**src/ccm_consts.vh**
```
// constants for the can controller upper address map and reset block
// What this block does
// addr 27-28 give fifo tail or tx data
// addr 30 start pointer, write in reset only
// addr 31 divider; mode bits reset-only writable
// addr 32-95 map fifo ram 0-63
// addr 96-108 map tx ram 64-76
// addr 109-111 map free ram 77-79
// addr 112-127 read zero, ignore writes
// top address bit ignored, aliasing at 128
// host avoids test register in operation
// set reset bit aborts frame, enters reset
// reset bit falling resumes configured mode
// both resets clear sleep, set reset bit
// hardware reset clears filter, test, listen bits
// command bits zero after either reset
// hardware reset status bus-on, ok, complete
// both resets force idle, released, clear flags
// interrupt flags except warning cleared by both resets
// warning flag cleared by hardware reset or interrupt clear write, not software reset
`ifndef CCM_CONSTS_VH
`define CCM_CONSTS_VH
// ----------------------------------------
// register indexes (byte address is four times)
// ----------------------------------------
`define CCM_IDX_MODE 7'h00
`define CCM_IDX_CMD 7'h01
`define CCM_IDX_STAT 7'h02
`define CCM_IDX_IRQ 7'h03
`define CCM_IDX_IEN 7'h04
`define CCM_IDX_ICLR 7'h05
`define CCM_IDX_FI 7'h10
`define CCM_IDX_D7 7'h1b
`define CCM_IDX_D8 7'h1c
`define CCM_IDX_MCNT 7'h1d
`define CCM_IDX_RBSA 7'h1e
`define CCM_IDX_CDR 7'h1f
`define CCM_IDX_RAM0 7'h20
`define CCM_IDX_RAMN 7'h6f
`define CCM_TXB_BASE 7'h40
// ----------------------------------------
// field positions
// ----------------------------------------
`define CCM_MODE_RESET_BIT 0
`define CCM_MODE_LISTEN_BIT 1
`define CCM_MODE_SELFTEST_BIT 2
`define CCM_MODE_FILTER_BIT 3
`define CCM_MODE_SLEEP_BIT 4
`define CCM_IRQ_WARN_BIT 2
`define CCM_FI_FF 7
`define CCM_CDR_LOCK 8'he8
// ----------------------------------------
// reset values and ram size
// ----------------------------------------
`define CCM_MODE_RST 5'h01
`define CCM_STAT_RST 8'h3c
`define CCM_STAT_KEEP 8'hc8
`define CCM_STAT_FORCE 8'h34
`define CCM_CDR_RST 8'h00
`define CCM_RBSA_RST 6'h00
`define CCM_RAM_WORDS 80
`endif

```
**src/ccm_regbank.v**
```verilog
// register bank, reset-state logic and internal ram of the can controller
`default_nettype none
`include "ccm_consts.vh"

module ccm_regbank (
    input wire clock,
    input wire reset_n,
    input wire [7:0] address,
    input wire read,
    input wire write,
    input wire [3:0] byteenable,
    input wire [31:0] writedata,
    output reg [31:0] readdata,
    output reg waitrequest,
    output reg irq,
    input wire bus_off_in,
    input wire error_in,
    input wire tx_active_in,
    input wire rx_active_in,
    input wire tx_done_in,
    input wire tx_free_in,
    input wire overrun_in,
    input wire rx_full_in,
    input wire [7:0] irq_event,
    input wire [7:0] rx_msg_count_in,
    input wire rx_wr_en,
    input wire [5:0] rx_wr_addr,
    input wire [7:0] rx_wr_data,
    input wire [6:0] core_rd_addr,
    output reg [7:0] core_rd_data,
    output reg reset_mode_bit,
    output reg frame_abort,
    output reg sleep_request,
    output reg filter_single_select,
    output reg self_test_select,
    output reg listen_only_select,
    output reg [4:0] cmd_pulse,
    output reg [7:0] clock_divider_ctrl,
    output reg [5:0] rx_buffer_start
);

// ----------------------------------------
// state
// ----------------------------------------
reg [7:0] ram [0:`CCM_RAM_WORDS-1];
reg [7:0] status_r;
reg [7:0] irq_flags_r;
reg [7:0] irq_enable_r;
reg bus_off_d_r;
reg [7:0] rd_nxt;
reg [7:0] wr_byte;
reg [6:0] idx;
reg [5:0] fifo_ofs;
reg [6:0] ram_idx;
reg wr_go;
reg wr_ram;
reg reset_mode_nxt;
wire bus_off_rise;
wire reset_mode_enter;
wire [7:0] iclr;

always @*
begin
    idx = address[6:0];
    wr_byte = writedata[7:0];
    wr_go = write && !waitrequest && byteenable[0];
    fifo_ofs = rx_buffer_start + idx[5:0] - 6'h10;
    ram_idx = idx - `CCM_IDX_RAM0;
    wr_ram = 1'b0;
    if (idx >= `CCM_IDX_RAM0 && idx <= `CCM_IDX_RAMN)
    begin
        wr_ram = wr_go && reset_mode_bit;
    end
    else if (wr_go && !reset_mode_bit
             && (idx == `CCM_IDX_D7 || idx == `CCM_IDX_D8)
             && ram[`CCM_TXB_BASE][`CCM_FI_FF])
    begin
        wr_ram = 1'b1;
        ram_idx = `CCM_TXB_BASE + idx - `CCM_IDX_FI;
    end
end

assign bus_off_rise = bus_off_in && !bus_off_d_r;
assign iclr = (wr_go && idx == `CCM_IDX_ICLR) ? wr_byte : 8'h00;

// ----------------------------------------
// mode and reset-mode entry
// ----------------------------------------
always @*
begin
    reset_mode_nxt = reset_mode_bit;
    if (wr_go && idx == `CCM_IDX_MODE)
    begin
        reset_mode_nxt = wr_byte[`CCM_MODE_RESET_BIT];
    end
    if (bus_off_rise)
    begin
        reset_mode_nxt = 1'b1;
    end
end

assign reset_mode_enter = reset_mode_nxt && !reset_mode_bit;

always @(posedge clock or negedge reset_n)
begin
    if (!reset_n)
    begin
        reset_mode_bit <= 1'b1;
        sleep_request <= 1'b0;
        filter_single_select <= 1'b0;
        self_test_select <= 1'b0;
        listen_only_select <= 1'b0;
        frame_abort <= 1'b0;
        bus_off_d_r <= 1'b0;
    end
    else
    begin
        bus_off_d_r <= bus_off_in;
        reset_mode_bit <= reset_mode_nxt;
        frame_abort <= reset_mode_enter;
        if (reset_mode_enter)
        begin
            sleep_request <= 1'b0;
        end
        else if (wr_go && idx == `CCM_IDX_MODE)
        begin
            sleep_request <= wr_byte[`CCM_MODE_SLEEP_BIT] && !reset_mode_bit;
        end
        if (wr_go && idx == `CCM_IDX_MODE && reset_mode_bit)
        begin
            filter_single_select <= wr_byte[`CCM_MODE_FILTER_BIT];
            self_test_select <= wr_byte[`CCM_MODE_SELFTEST_BIT];
            listen_only_select <= wr_byte[`CCM_MODE_LISTEN_BIT];
        end
    end
end

// ----------------------------------------
// commands, status, interrupts
// ----------------------------------------
always @(posedge clock or negedge reset_n)
begin
    if (!reset_n)
    begin
        cmd_pulse <= 5'h00;
        status_r <= `CCM_STAT_RST;
        irq_flags_r <= 8'h00;
        irq_enable_r <= 8'h00;
        irq <= 1'b0;
    end
    else
    begin
        cmd_pulse <= 5'h00;
        if (wr_go && idx == `CCM_IDX_CMD && !reset_mode_nxt)
        begin
            cmd_pulse <= wr_byte[4:0];
        end
        if (reset_mode_nxt)
        begin
            status_r <= (status_r & `CCM_STAT_KEEP) | `CCM_STAT_FORCE;
        end
        else
        begin
            status_r <= {bus_off_in, error_in, tx_active_in, rx_active_in,
                         tx_done_in, tx_free_in, overrun_in, rx_full_in};
        end
        if (reset_mode_enter)
        begin
            irq_flags_r <= irq_flags_r & (8'h01 << `CCM_IRQ_WARN_BIT);
        end
        else
        begin
            irq_flags_r <= (irq_flags_r & ~iclr) | irq_event;
        end
        if (wr_go && idx == `CCM_IDX_IEN)
        begin
            irq_enable_r <= wr_byte;
        end
        irq <= |(irq_flags_r & irq_enable_r);
    end
end

// ----------------------------------------
// pointer and clock divider
// ----------------------------------------
always @(posedge clock or negedge reset_n)
begin
    if (!reset_n)
    begin
        rx_buffer_start <= `CCM_RBSA_RST;
        clock_divider_ctrl <= `CCM_CDR_RST;
    end
    else
    begin
        if (wr_go && idx == `CCM_IDX_RBSA && reset_mode_bit)
        begin
            rx_buffer_start <= wr_byte[5:0];
        end
        if (wr_go && idx == `CCM_IDX_CDR)
        begin
            if (reset_mode_bit)
            begin
                clock_divider_ctrl <= wr_byte;
            end
            else
            begin
                clock_divider_ctrl <= (clock_divider_ctrl & `CCM_CDR_LOCK)
                                      | (wr_byte & ~`CCM_CDR_LOCK);
            end
        end
    end
end

// ----------------------------------------
// internal ram
// ----------------------------------------
always @(posedge clock)
begin
    if (wr_ram)
    begin
        ram[ram_idx] <= wr_byte;
    end
    else if (rx_wr_en)
    begin
        ram[{1'b0, rx_wr_addr}] <= rx_wr_data;
    end
end

always @(posedge clock or negedge reset_n)
begin
    if (!reset_n)
    begin
        core_rd_data <= 8'h00;
    end
    else
    begin
        core_rd_data <= (core_rd_addr < `CCM_RAM_WORDS) ? ram[core_rd_addr] : 8'h00;
    end
end

// ----------------------------------------
// read decode
// ----------------------------------------
always @*
begin
    rd_nxt = 8'h00;
    if (idx == `CCM_IDX_MODE)
    begin
        rd_nxt = {3'b000, sleep_request, filter_single_select,
                  self_test_select, listen_only_select, reset_mode_bit};
    end
    else if (idx == `CCM_IDX_STAT)
    begin
        rd_nxt = status_r;
    end
    else if (idx == `CCM_IDX_IRQ)
    begin
        rd_nxt = irq_flags_r;
    end
    else if (idx == `CCM_IDX_IEN)
    begin
        rd_nxt = irq_enable_r;
    end
    else if ((idx == `CCM_IDX_D7 || idx == `CCM_IDX_D8) && !reset_mode_bit)
    begin
        rd_nxt = ram[{1'b0, fifo_ofs}];
    end
    else if (idx == `CCM_IDX_MCNT)
    begin
        rd_nxt = rx_msg_count_in;
    end
    else if (idx == `CCM_IDX_RBSA)
    begin
        rd_nxt = {2'b00, rx_buffer_start};
    end
    else if (idx == `CCM_IDX_CDR)
    begin
        rd_nxt = clock_divider_ctrl;
    end
    else if (idx >= `CCM_IDX_RAM0 && idx <= `CCM_IDX_RAMN)
    begin
        rd_nxt = ram[idx - `CCM_IDX_RAM0];
    end
end

// ----------------------------------------
// avalon handshake
// ----------------------------------------
always @(posedge clock or negedge reset_n)
begin
    if (!reset_n)
    begin
        waitrequest <= 1'b1;
        readdata <= 32'h0000_0000;
    end
    else
    begin
        if (waitrequest && (read || write))
        begin
            waitrequest <= 1'b0;
            readdata <= {24'h00_0000, rd_nxt};
        end
        else
        begin
            waitrequest <= 1'b1;
        end
    end
end

endmodule // ccm_regbank
`default_nettype wire

```
**config.mk**
```make
export PLATFORM = sky130hd
export DESIGN_NAME = ccm_regbank
export DESIGN_NICKNAME = d
export VERILOG_FILES = /design/src/ccm_regbank.v
export VERILOG_INCLUDE_DIRS = /design/src
export SDC_FILE = /design/constraint.sdc
export NUM_CORES = 1
export LEC_CHECK = 0
export BUFFER_PORTS_ARGS = -buffer_cell sky130_fd_sc_hd__buf_2
export CAP_MARGIN = 20
export CORE_ASPECT_RATIO = 0.5
export CORE_UTILIZATION = 58
export CTS_CLUSTER_DIAMETER = 80
export DETAILED_ROUTE_END_ITERATION = 8
export PLACE_DENSITY = 0.76
export SETUP_SLACK_MARGIN = 0.4
export SLEW_MARGIN = 20
export SYNTH_ARGS = -nofsm -noshare
export SYNTH_HDL_FRONTEND = slang
export SYNTH_SLANG_ARGS = --single-unit
```
**constraint.sdc**
```tcl
create_clock -name clock -period 4.75 [get_ports clock]
set_clock_uncertainty 0.15 [all_clocks]
set_input_delay 0.2375 -clock clock [delete_from_list [all_inputs] [get_ports clock]]
set_output_delay 0.2375 -clock clock [all_outputs]
set_load 0.005 [all_outputs]
```
## Yosys cells after proc, flatten, opt, wreduce, memory -nomap -nowiden

Memories as Yosys holds them, arrays and structs flattened.
Index checks and enable logic that the tools add are counted.

- Memories: 1
- Register bits after elaboration: 68
- RAM bits: 640
- Input bits: 94

- Reduce and logical (&&, ||, !) cells: 31
- $add $sub $neg: 5
- $lt $le $gt $ge: 3
- Equal/unequal tests: 10
- Bitwise gates (word level): 5
- Multiplexer cells: 32

Memories:

| name | words | width | read ports | clocked after Yosys merged registers in | write ports | RTL line | source |
|---|---|---|---|---|---|---|---|
| ram | 80 | 8 | 4 | 0 | 1 | ccm_regbank.v:45 | `` reg [7:0] ram [0:`CCM_RAM_WORDS-1]; `` |

Operators with widths:

| operator | number |
|---|---|
| 8-bit 2-to-1 mux | 14 |
| 7-bit by 5-bit == test with 1-bit output (second input constant) | 5 |
| 1-bit logical AND | 21 |
| 7-bit 2-to-1 mux | 3 |
| 8-bit bitwise AND | 2 |
| 8-bit OR reduction | 2 |
| 7-bit by 2-bit == test with 1-bit output (second input constant) | 2 |
| 7-bit by 3-bit == test with 1-bit output (second input constant) | 2 |
| 1-bit 2-to-1 mux | 13 |
| 8-bit NOT | 1 |
| 8-bit by 5-bit bitwise OR with 8-bit output | 1 |
| 8-bit bitwise OR | 1 |
| 7-bit adder (first input constant) | 1 |
| 7-bit by 1-bit == test with 1-bit output (second input constant) | 1 |
| 7-bit by 6-bit greater-or-equal comparator with 1-bit output (second input constant) | 1 |
| 7-bit less-or-equal comparator (second input constant) | 1 |
| 7-bit logical NOT | 1 |
| 7-bit less-than comparator (second input constant) | 1 |
| 7-bit by 5-bit subtractor with 7-bit output (second input constant) | 1 |
| 7-bit by 6-bit subtractor with 7-bit output (second input constant) | 1 |
| 6-bit adder | 1 |
| 6-bit 2-to-1 mux | 1 |
| 6-bit by 5-bit subtractor with 6-bit output (second input constant) | 1 |
| 5-bit 2-to-1 mux | 1 |
| other kinds (3) | 7 |

## Longest topological paths before layout

Gate-level depths: netlist of the first run.

- Word-level depth: 12
- Mapped depth: 16
- Mapped depth without buffers: 11

## Worst setup path after synthesis of the first run

No wires, ideal clock.

- Kind: input to register
- Start point: input port address[4]
- End point: memory ram[68][0], enable pin
- Path buffers: 4
- Data required time: 4.261 ns
- Data arrival time: 3.356 ns
- Stages: 13
- Slack: 0.905 ns
- Path through: clkbuf_1 -> inv_1 -> clkbuf_1 -> ha_1 -> nand2_1 -> o311a_1 -> or3_1 -> buf_2 -> nand3_4 -> mux2_4 -> or4_1 -> buf_2 -> nor2_2

- Word-level cells in the longest chain between the ends: 10
- Elaborated cells between the ends (all ways): 22

Ends and longest elaborated chain:

| what | RTL line | source |
|---|---|---|
| start, declared | ccm_regbank.v:8 | `input wire [7:0] address,` |
| parallel branches: the longest is 10 deep, another holds 7-bit adder | n/a |  |
| end, declared | ccm_regbank.v:45 |  |

Parallel ways; which one is timed is not known.

## Final worst setup path of the first run

- Start point: register rx_buffer_start[1]
- End point: register readdata[2]

- Word-level cells in the longest chain between the ends: 8

Ends and longest elaborated chain:

| what | RTL line | source |
|---|---|---|
| start, declared | ccm_regbank.v:39 | `output reg [5:0] rx_buffer_start` |
| start signal, assigned | ccm_regbank.v:190 | `` rx_buffer_start <= `CCM_RBSA_RST; `` |
| start signal, assigned | ccm_regbank.v:197 | `rx_buffer_start <= wr_byte[5:0];` |
| 6-bit adder | ccm_regbank.v:67 | `fifo_ofs = rx_buffer_start + idx[5:0] - 6'h10;` |
| 6-bit by 5-bit subtractor with 6-bit output | ccm_regbank.v:67 |  |
| memory read 80 x 8 bit | n/a |  |
| 8-bit 2-to-1 mux | ccm_regbank.v:264 | `` else if ((idx == `CCM_IDX_D7 \|\| idx == `CCM_IDX_D8) && !reset_mode_bit) `` |
| 8-bit 2-to-1 mux | ccm_regbank.v:260 | `` else if (idx == `CCM_IDX_IEN) `` |
| 8-bit 2-to-1 mux | ccm_regbank.v:256 | `` else if (idx == `CCM_IDX_IRQ) `` |
| 8-bit 2-to-1 mux | ccm_regbank.v:252 | `` else if (idx == `CCM_IDX_STAT) `` |
| 8-bit 2-to-1 mux | ccm_regbank.v:247 | `` if (idx == `CCM_IDX_MODE) `` |
| end signal, assigned | ccm_regbank.v:301 | `readdata <= {24'h00_0000, rd_nxt};` |
| end, declared | ccm_regbank.v:13 | `output reg [31:0] readdata,` |

Every way passes these cells.
A chain may end at the register's enable or synchronous reset.

==> metrics, run 1 <==
final setup fails=0; number of filler instances in the final layout=4294; Setup Slack @ Placement=487 ps; die width=365 µm; CP max FO=11; vias in the first global route=24300; vias per cell=7.64; die height=183 µm; Worst slew margin=0.190; clk_lat worst skew=670 ps; data required time of the critical path=5180 ps; RSZ-0062 raised after global routing=false; Port Buffers=108; fin nets=2460; final WL=118000 µm; initial antenna violation count=4; DRT iter0 DRCs=4480; period utilisation layout=0.888; Cells after Synth=2148; Worst Hold Class=in2reg; CTS root buf=clkbuf_16; routability congestion estimate=1.02; Starting Density=0.587; fmax=237 MHz; Leak=14.4 nW; area of the multi-input gates=16400 µm²; Initial DRT Pass Iterations=9; total congestion overflow=0; Post-synth EDFFs=640; Finished Core Util=0.658; worst setup margin=534 ps; NetSw=0.00353 W; number of post-CTS setup repair buffers=0; clk slew on worst S/H paths=70 ps; final setup TNS=0 ps; post-synthesis sequential area ratio=0.548; Clock Sinks=708; number of library cell types mapped by synthesis=78; Final Max Tran Viols=0; # DRC=0; CP most frequent cell=a22oi_1; Area Growth Syn to Fin=12.1%; Sw Share=0.254; Worst Tran Pin Value=1210 ps; die area=66900 µm²; Max Cap Viol=0; power per cell area=325 nW/µm²; CTS Hold Bufs=36; combinational share of power=0.135; outcome=complete, no violations; antenna-violating nets left=0; syn avg cell area=17.8 µm²; PostCTS Resize Cnt=0; Clk network pwr share=0.363; Hold Vio Cnt, Final=0; warnings from Yosys=0; Reg area=20900 µm²; largest net degree at the start of global routing=91; share of layout cells above drive strength 1=0.398; H-tree levels=2; clk buf depth=3; sequential share of power=0.502; core area=65000 µm²; Avg WL per Cell=35.9 µm; HPWL after DPL=79300 µm; Rows=66; worst-path cell chain=ha_1 > ha_4 > inv_1 > fa_4 > buf_4 > mux2i_1 > a22oi_1 > a22oi_1 > o2111ai_1 > a21o_1; Peak VDD IR=0.286 mV; register bit total from synthesis=708; Int Pwr=0.0104 W; Cell Area, Synth=38200 µm²; Worst EP arrival=4650 ps; WS Path Type=reg2reg; Setup crit end kind=register; Vias=25100; first-pass GRT wire length=169000 µm; top-level I/O count=161; Startpoint Class=register; TritonCTS clock tree=built; highest cell delay on the worst timing path=1040 ps; slowest CP cell=fa_4; FFs w/ async S/R, synth=0.0960; Synth Flop Type=edfxtp_1; CTS Buf Count=61; Tmin final=4220 ps; GRT Total Usage=0.360
-- logic make-up (layout without fill, tap and decap cells) --
kind of cell    after synthesis  count (layout)  synth area share
compound gates              225             225            0.0412
xor+xnor                      5               5           0.00115
fa+ha+maj                    16              16           0.00544
buf+inv                     220             448            0.0265
flops                       708             708             0.548
mux                         651             651             0.336
other cells                   1              27         0.0000983
simple gates                322             322            0.0413
-- sequential cells by signal, summed over array words and instances, names as in the netlist, 5 cells and up --
| register | flops |
|---|---|
| readdata | 8 |
| clock_divider_ctrl | 8 |
| core_rd_data | 8 |
| rx_buffer_start | 6 |
| irq_flags_r | 8 |
| cmd_pulse | 5 |
| ram | 640 |
| irq_enable_r | 8 |
| status_r | 8 |
-- layout by cell type (no fill, tap or decap), types with 9 or more instances in the layout --
master and count:
buf_2 101, o21ai_1 9, a211oi_1 13, a22oi_1 32
o211ai_1 17, mux2_2 59, nand4_1 14, nor2_2 18
o21ai_0 24, and2_1 11, edfxtp_1 640, nand2_1 71
dfrtp_1 62, dlygate4sd3_1 36, buf_12 11, buf_4 153
nand3_1 30, clkbuf_16 63, o22ai_1 20, mux2i_1 93
ha_1 13, a21oi_1 41, inv_1 28, nand2b_1 19
mux4_2 497, clkinv_2 9, nor3_1 11, o221ai_1 9
clkinv_1 17, nor2_1 102, conb_1 24
-- final timing paths --
path | start | end | slack, ps | depth (start not counted)
max in group asynchronous | reset_n | readdata[2] | 3640 | 3
min reg2reg | clock_divider_ctrl[1] | clock_divider_ctrl[1] | 380 | 1
max | rx_buffer_start[1] | readdata[2] | 530 | 10
max reg2reg | rx_buffer_start[1] | readdata[2] | 530 | 10
min in group asynchronous | reset_n | irq_flags_r[5] | 190 | 3
min | bus_off_in | bus_off_d_r | 110 | 2
-- area by class of cell --
| class | instances | share of cell area |
|---|---|---|
| multi-input combinational | 1243 | 0.383 |
| clock inverter | 41 | 0.00810 |
| clock buffer | 71 | 0.0376 |
| inverter | 30 | 0.00263 |
| sequential | 708 | 0.489 |
| antenna | 3 | 0.000176 |
| timing repair buffer | 306 | 0.0537 |
| tap | 884 | 0.0259 |
-- per-stage QoR --
stage	instances	cell area, µm²	total power (W)	hold slack [ps]
2_1_floorplan	2171	38200	0.00819	-208
3_3_place_gp	3134	40400	0.00886	223
3_5_place_dp	3135	40400	0.00888	231
4_1_cts	3283	42800	0.0138	78.8
5_1_grt	3283	42800	0.0142	117
6_report	3286	42800	0.0139	109
-- power by group through the flow --
stage,registers [W],clock network (W),logic [W]
after CTS,0.00697,0.00505,0.00181
after global placement,0.00710,0,0.00176
after global routing,0.00697,0.00527,0.00192
after floorplan,0.00709,0,0.00110
final,0.00697,0.00505,0.00187
after detailed placement,0.00710,0,0.00178
-- layer usage --
metal  part of all wire  track usage
met2               0.45        0.529
met1               0.34        0.494
met5            0.00053            0
met4              0.049        0.142
met3               0.16        0.129
-- Yosys cell counts (6+ instances only) --
cell	count	area [µm²]
nor3_1	11	55.1
nor2_1	104	390
nand2_1	71	267
nand3_1	30	150
nand4_1	14	87.6
mux4_2	497	11200
inv_1	28	105
o21ai_0	24	120
o22ai_1	20	125
o221ai_1	9	78.8
mux2i_1	93	931
nand2b_1	19	119
edfxtp_1	640	19200
nor2_2	16	100
dfrtp_1	62	1550
o211ai_1	17	128
mux2_2	60	676
buf_4	35	263
and2_1	11	68.8
and3_1	8	50.1
a21oi_1	41	205
dfstp_2	6	158
o21ai_1	9	45.0
nor2b_1	8	50.1
buf_1	24	90.1
a211oi_1	13	97.6
a22oi_1	32	240
o31ai_1	8	60.1
clkbuf_1	89	334
ha_1	15	188
buf_2	42	210
-- critical path: cells and delay by family (launching register included) --
family,cells,cell delay (ps)
compound gates,4,1550
fa+ha+maj,3,1520
mux,1,160
flops,1,440
buf+inv,2,310
Note: power is estimated with default switching activity, not from simulation.
==> run 2: changes to the inputs <==
--- a/config.mk
+++ b/config.mk
@@ -8,11 +8,13 @@
 export LEC_CHECK = 0
 export BUFFER_PORTS_ARGS = -buffer_cell sky130_fd_sc_hd__buf_2
 export CAP_MARGIN = 20
+export CELL_PAD_IN_SITES_DETAIL_PLACEMENT = 0
+export CELL_PAD_IN_SITES_GLOBAL_PLACEMENT = 1
 export CORE_ASPECT_RATIO = 0.5
-export CORE_UTILIZATION = 58
+export CORE_UTILIZATION = 54
 export CTS_CLUSTER_DIAMETER = 80
 export DETAILED_ROUTE_END_ITERATION = 8
-export PLACE_DENSITY = 0.76
+export PLACE_DENSITY_LB_ADDON = 0.1
 export SETUP_SLACK_MARGIN = 0.4
 export SLEW_MARGIN = 20
 export SYNTH_ARGS = -nofsm -noshare
==> run 2 against run 1 <==
Net effect:
- highest routed layer is now met4
- wire length is 3.8% higher
- critical endpoint is now readdata[5]
- fmax is 2.2% lower
- utilization shrank 4.0 points
==> metrics, run 2 (synthesized netlist as in run 1, its figures left out) <==
power per cell area=330 nW/µm²; # DRC=0; Max Cap Viol=0; Hold Vio Cnt, Final=0; vias in the first global route=23400; top-level I/O count=161; DRT iter0 DRCs=3705; Tmin final=4310 ps; Avg WL per Cell=36.7 µm; number of post-CTS setup repair buffers=0; RSZ-0062 raised after global routing=false; Rows=68; max FFs per register=640; clk_lat worst skew=660 ps; share of layout cells above drive strength 1=0.396; routability congestion estimate=0.953; Port Buffers=108; Starting Density=0.550; Finished Core Util=0.619; antenna-violating nets left=0; first-pass GRT wire length=172000 µm; H-tree levels=3; die height=190 µm; Vias=24300; Area Growth Syn to Fin=12.5%; met1 wire length=47400 µm; final WL=123000 µm; Startpoint Class=register; fin nets=2457; Final Max Tran Viols=0; clk buf depth=3; CTS root buf=clkbuf_16; design area=42900 µm²; Worst Hold Class=in2reg; Worst slew margin=0.275; largest net degree at the start of global routing=103; CP max FO=15; total congestion overflow=0; WS Path Type=reg2reg; Initial DRT Pass Iterations=6; DP Area=40500 µm²; total power=0.0142 W; GRT Total Usage=0.348; TritonCTS clock tree=built; DR WL met3=17300 µm; most frequent cells in the layout=edfxtp_1 (640), mux4_2 (497), buf_4 (144); initial antenna violation count=5; period utilisation layout=0.908; die area=71800 µm²; die width=378 µm; Worst EP arrival=4690 ps; outcome=complete, no violations; final setup fails=0; CTS Buf Count=66; fmax=232 MHz; core area=69400 µm²; data required time of the critical path=5130 ps; Largest Register=ram; vias per cell=7.26; final setup TNS=0 ps; Peak VDD IR=0.257 mV; met2 WL post-DR=55000 µm; Worst Tran Pin Value=1080 ps; Setup crit end kind=register; leading cell type in the layout, fill and taps excluded=edfxtp_1; Max Used Layer=met4; HPWL after DPL=80900 µm; Leak=14.5 nW; clk slew on worst S/H paths=70 ps; Clock Sinks=708
==> run 2: cell types whose count changed in the layout (fill, tap and decap cells not counted), sizes merged <==
cell,delta
dlygate4sd3,-1
bufinv,-2
buf,-7
clkinvlp,-7
clkbuf,+12
==> run 2: critical path, cell delays in order, from the launching register on <==
cell and delay, ps:
dfrtp_1 480, ha_1 360, ha_4 140, inv_1 50, fa_4 1110, mux4_2 370, mux2_2 290, a22oi_1 420
nand3_1 430, a31oi_1 310, nor3_1 70
==> run 2: path summary, 6_finish.rpt <==
path | from | end | slack, ps | cells past startpoint
max | rx_buffer_start[1] | readdata[5] | 440 | 10
min | rx_msg_count_in[4] | readdata[4] | 90 | 5
max reg2reg | rx_buffer_start[1] | readdata[5] | 440 | 10
min reg2reg | status_r[6] | status_r[6] | 390 | 1
max in group asynchronous | reset_n | rx_buffer_start[0] | 3710 | 2
min in group asynchronous | reset_n | frame_abort | 110 | 2
==> run 2: repair_timing <==
item,4_1_cts,5_1_grt
hold buffers,35,0
gates resized for setup,0,1
endpoints found under the hold margin,121,0
setup endpoints to repair,0,1
==> run 2: layout make-up <==
| cell class | instances | area (µm²) |
|---|---|---|
| well taps | 945 | 1180 |
| inverters | 30 | 113 |
| repair buffers | 298 | 2300 |
| diodes | 3 | 7.51 |
| clock buffers | 83 | 1810 |
| clock inverters | 32 | 234 |
| flip-flops and latches | 708 | 20900 |
| multi-input cells | 1243 | 16400 |
| fillers | 5059 | 26500 |
==> run 2: per-layer routing <==
metal | up-vias | global-route usage
li1 | 9538 | -
met1 | 12900 | 0.497
met4 | 0 | 0.0860
met3 | 183 | 0.123
met5 | - | 0
met2 | 1630 | 0.513
==> run 2: where the power goes <==
group | leakage (nW) | internal [W] | switching (W)
combinational | 6.84 | 0.000766 | 0.00115
sequential | 6.61 | 0.00692 | 0.0000466
clock | 1.00 | 0.00287 | 0.00240
==> run 2: through the flow <==
step	cells	setup slack (ps)	hold WS (ps)
floorplan	2171	905	-208
global placement	3189	582	228
detailed placement	3189	578	225
CTS	3339	584	21.8
global route	3340	418	52.4
finish	3342	438	94.2
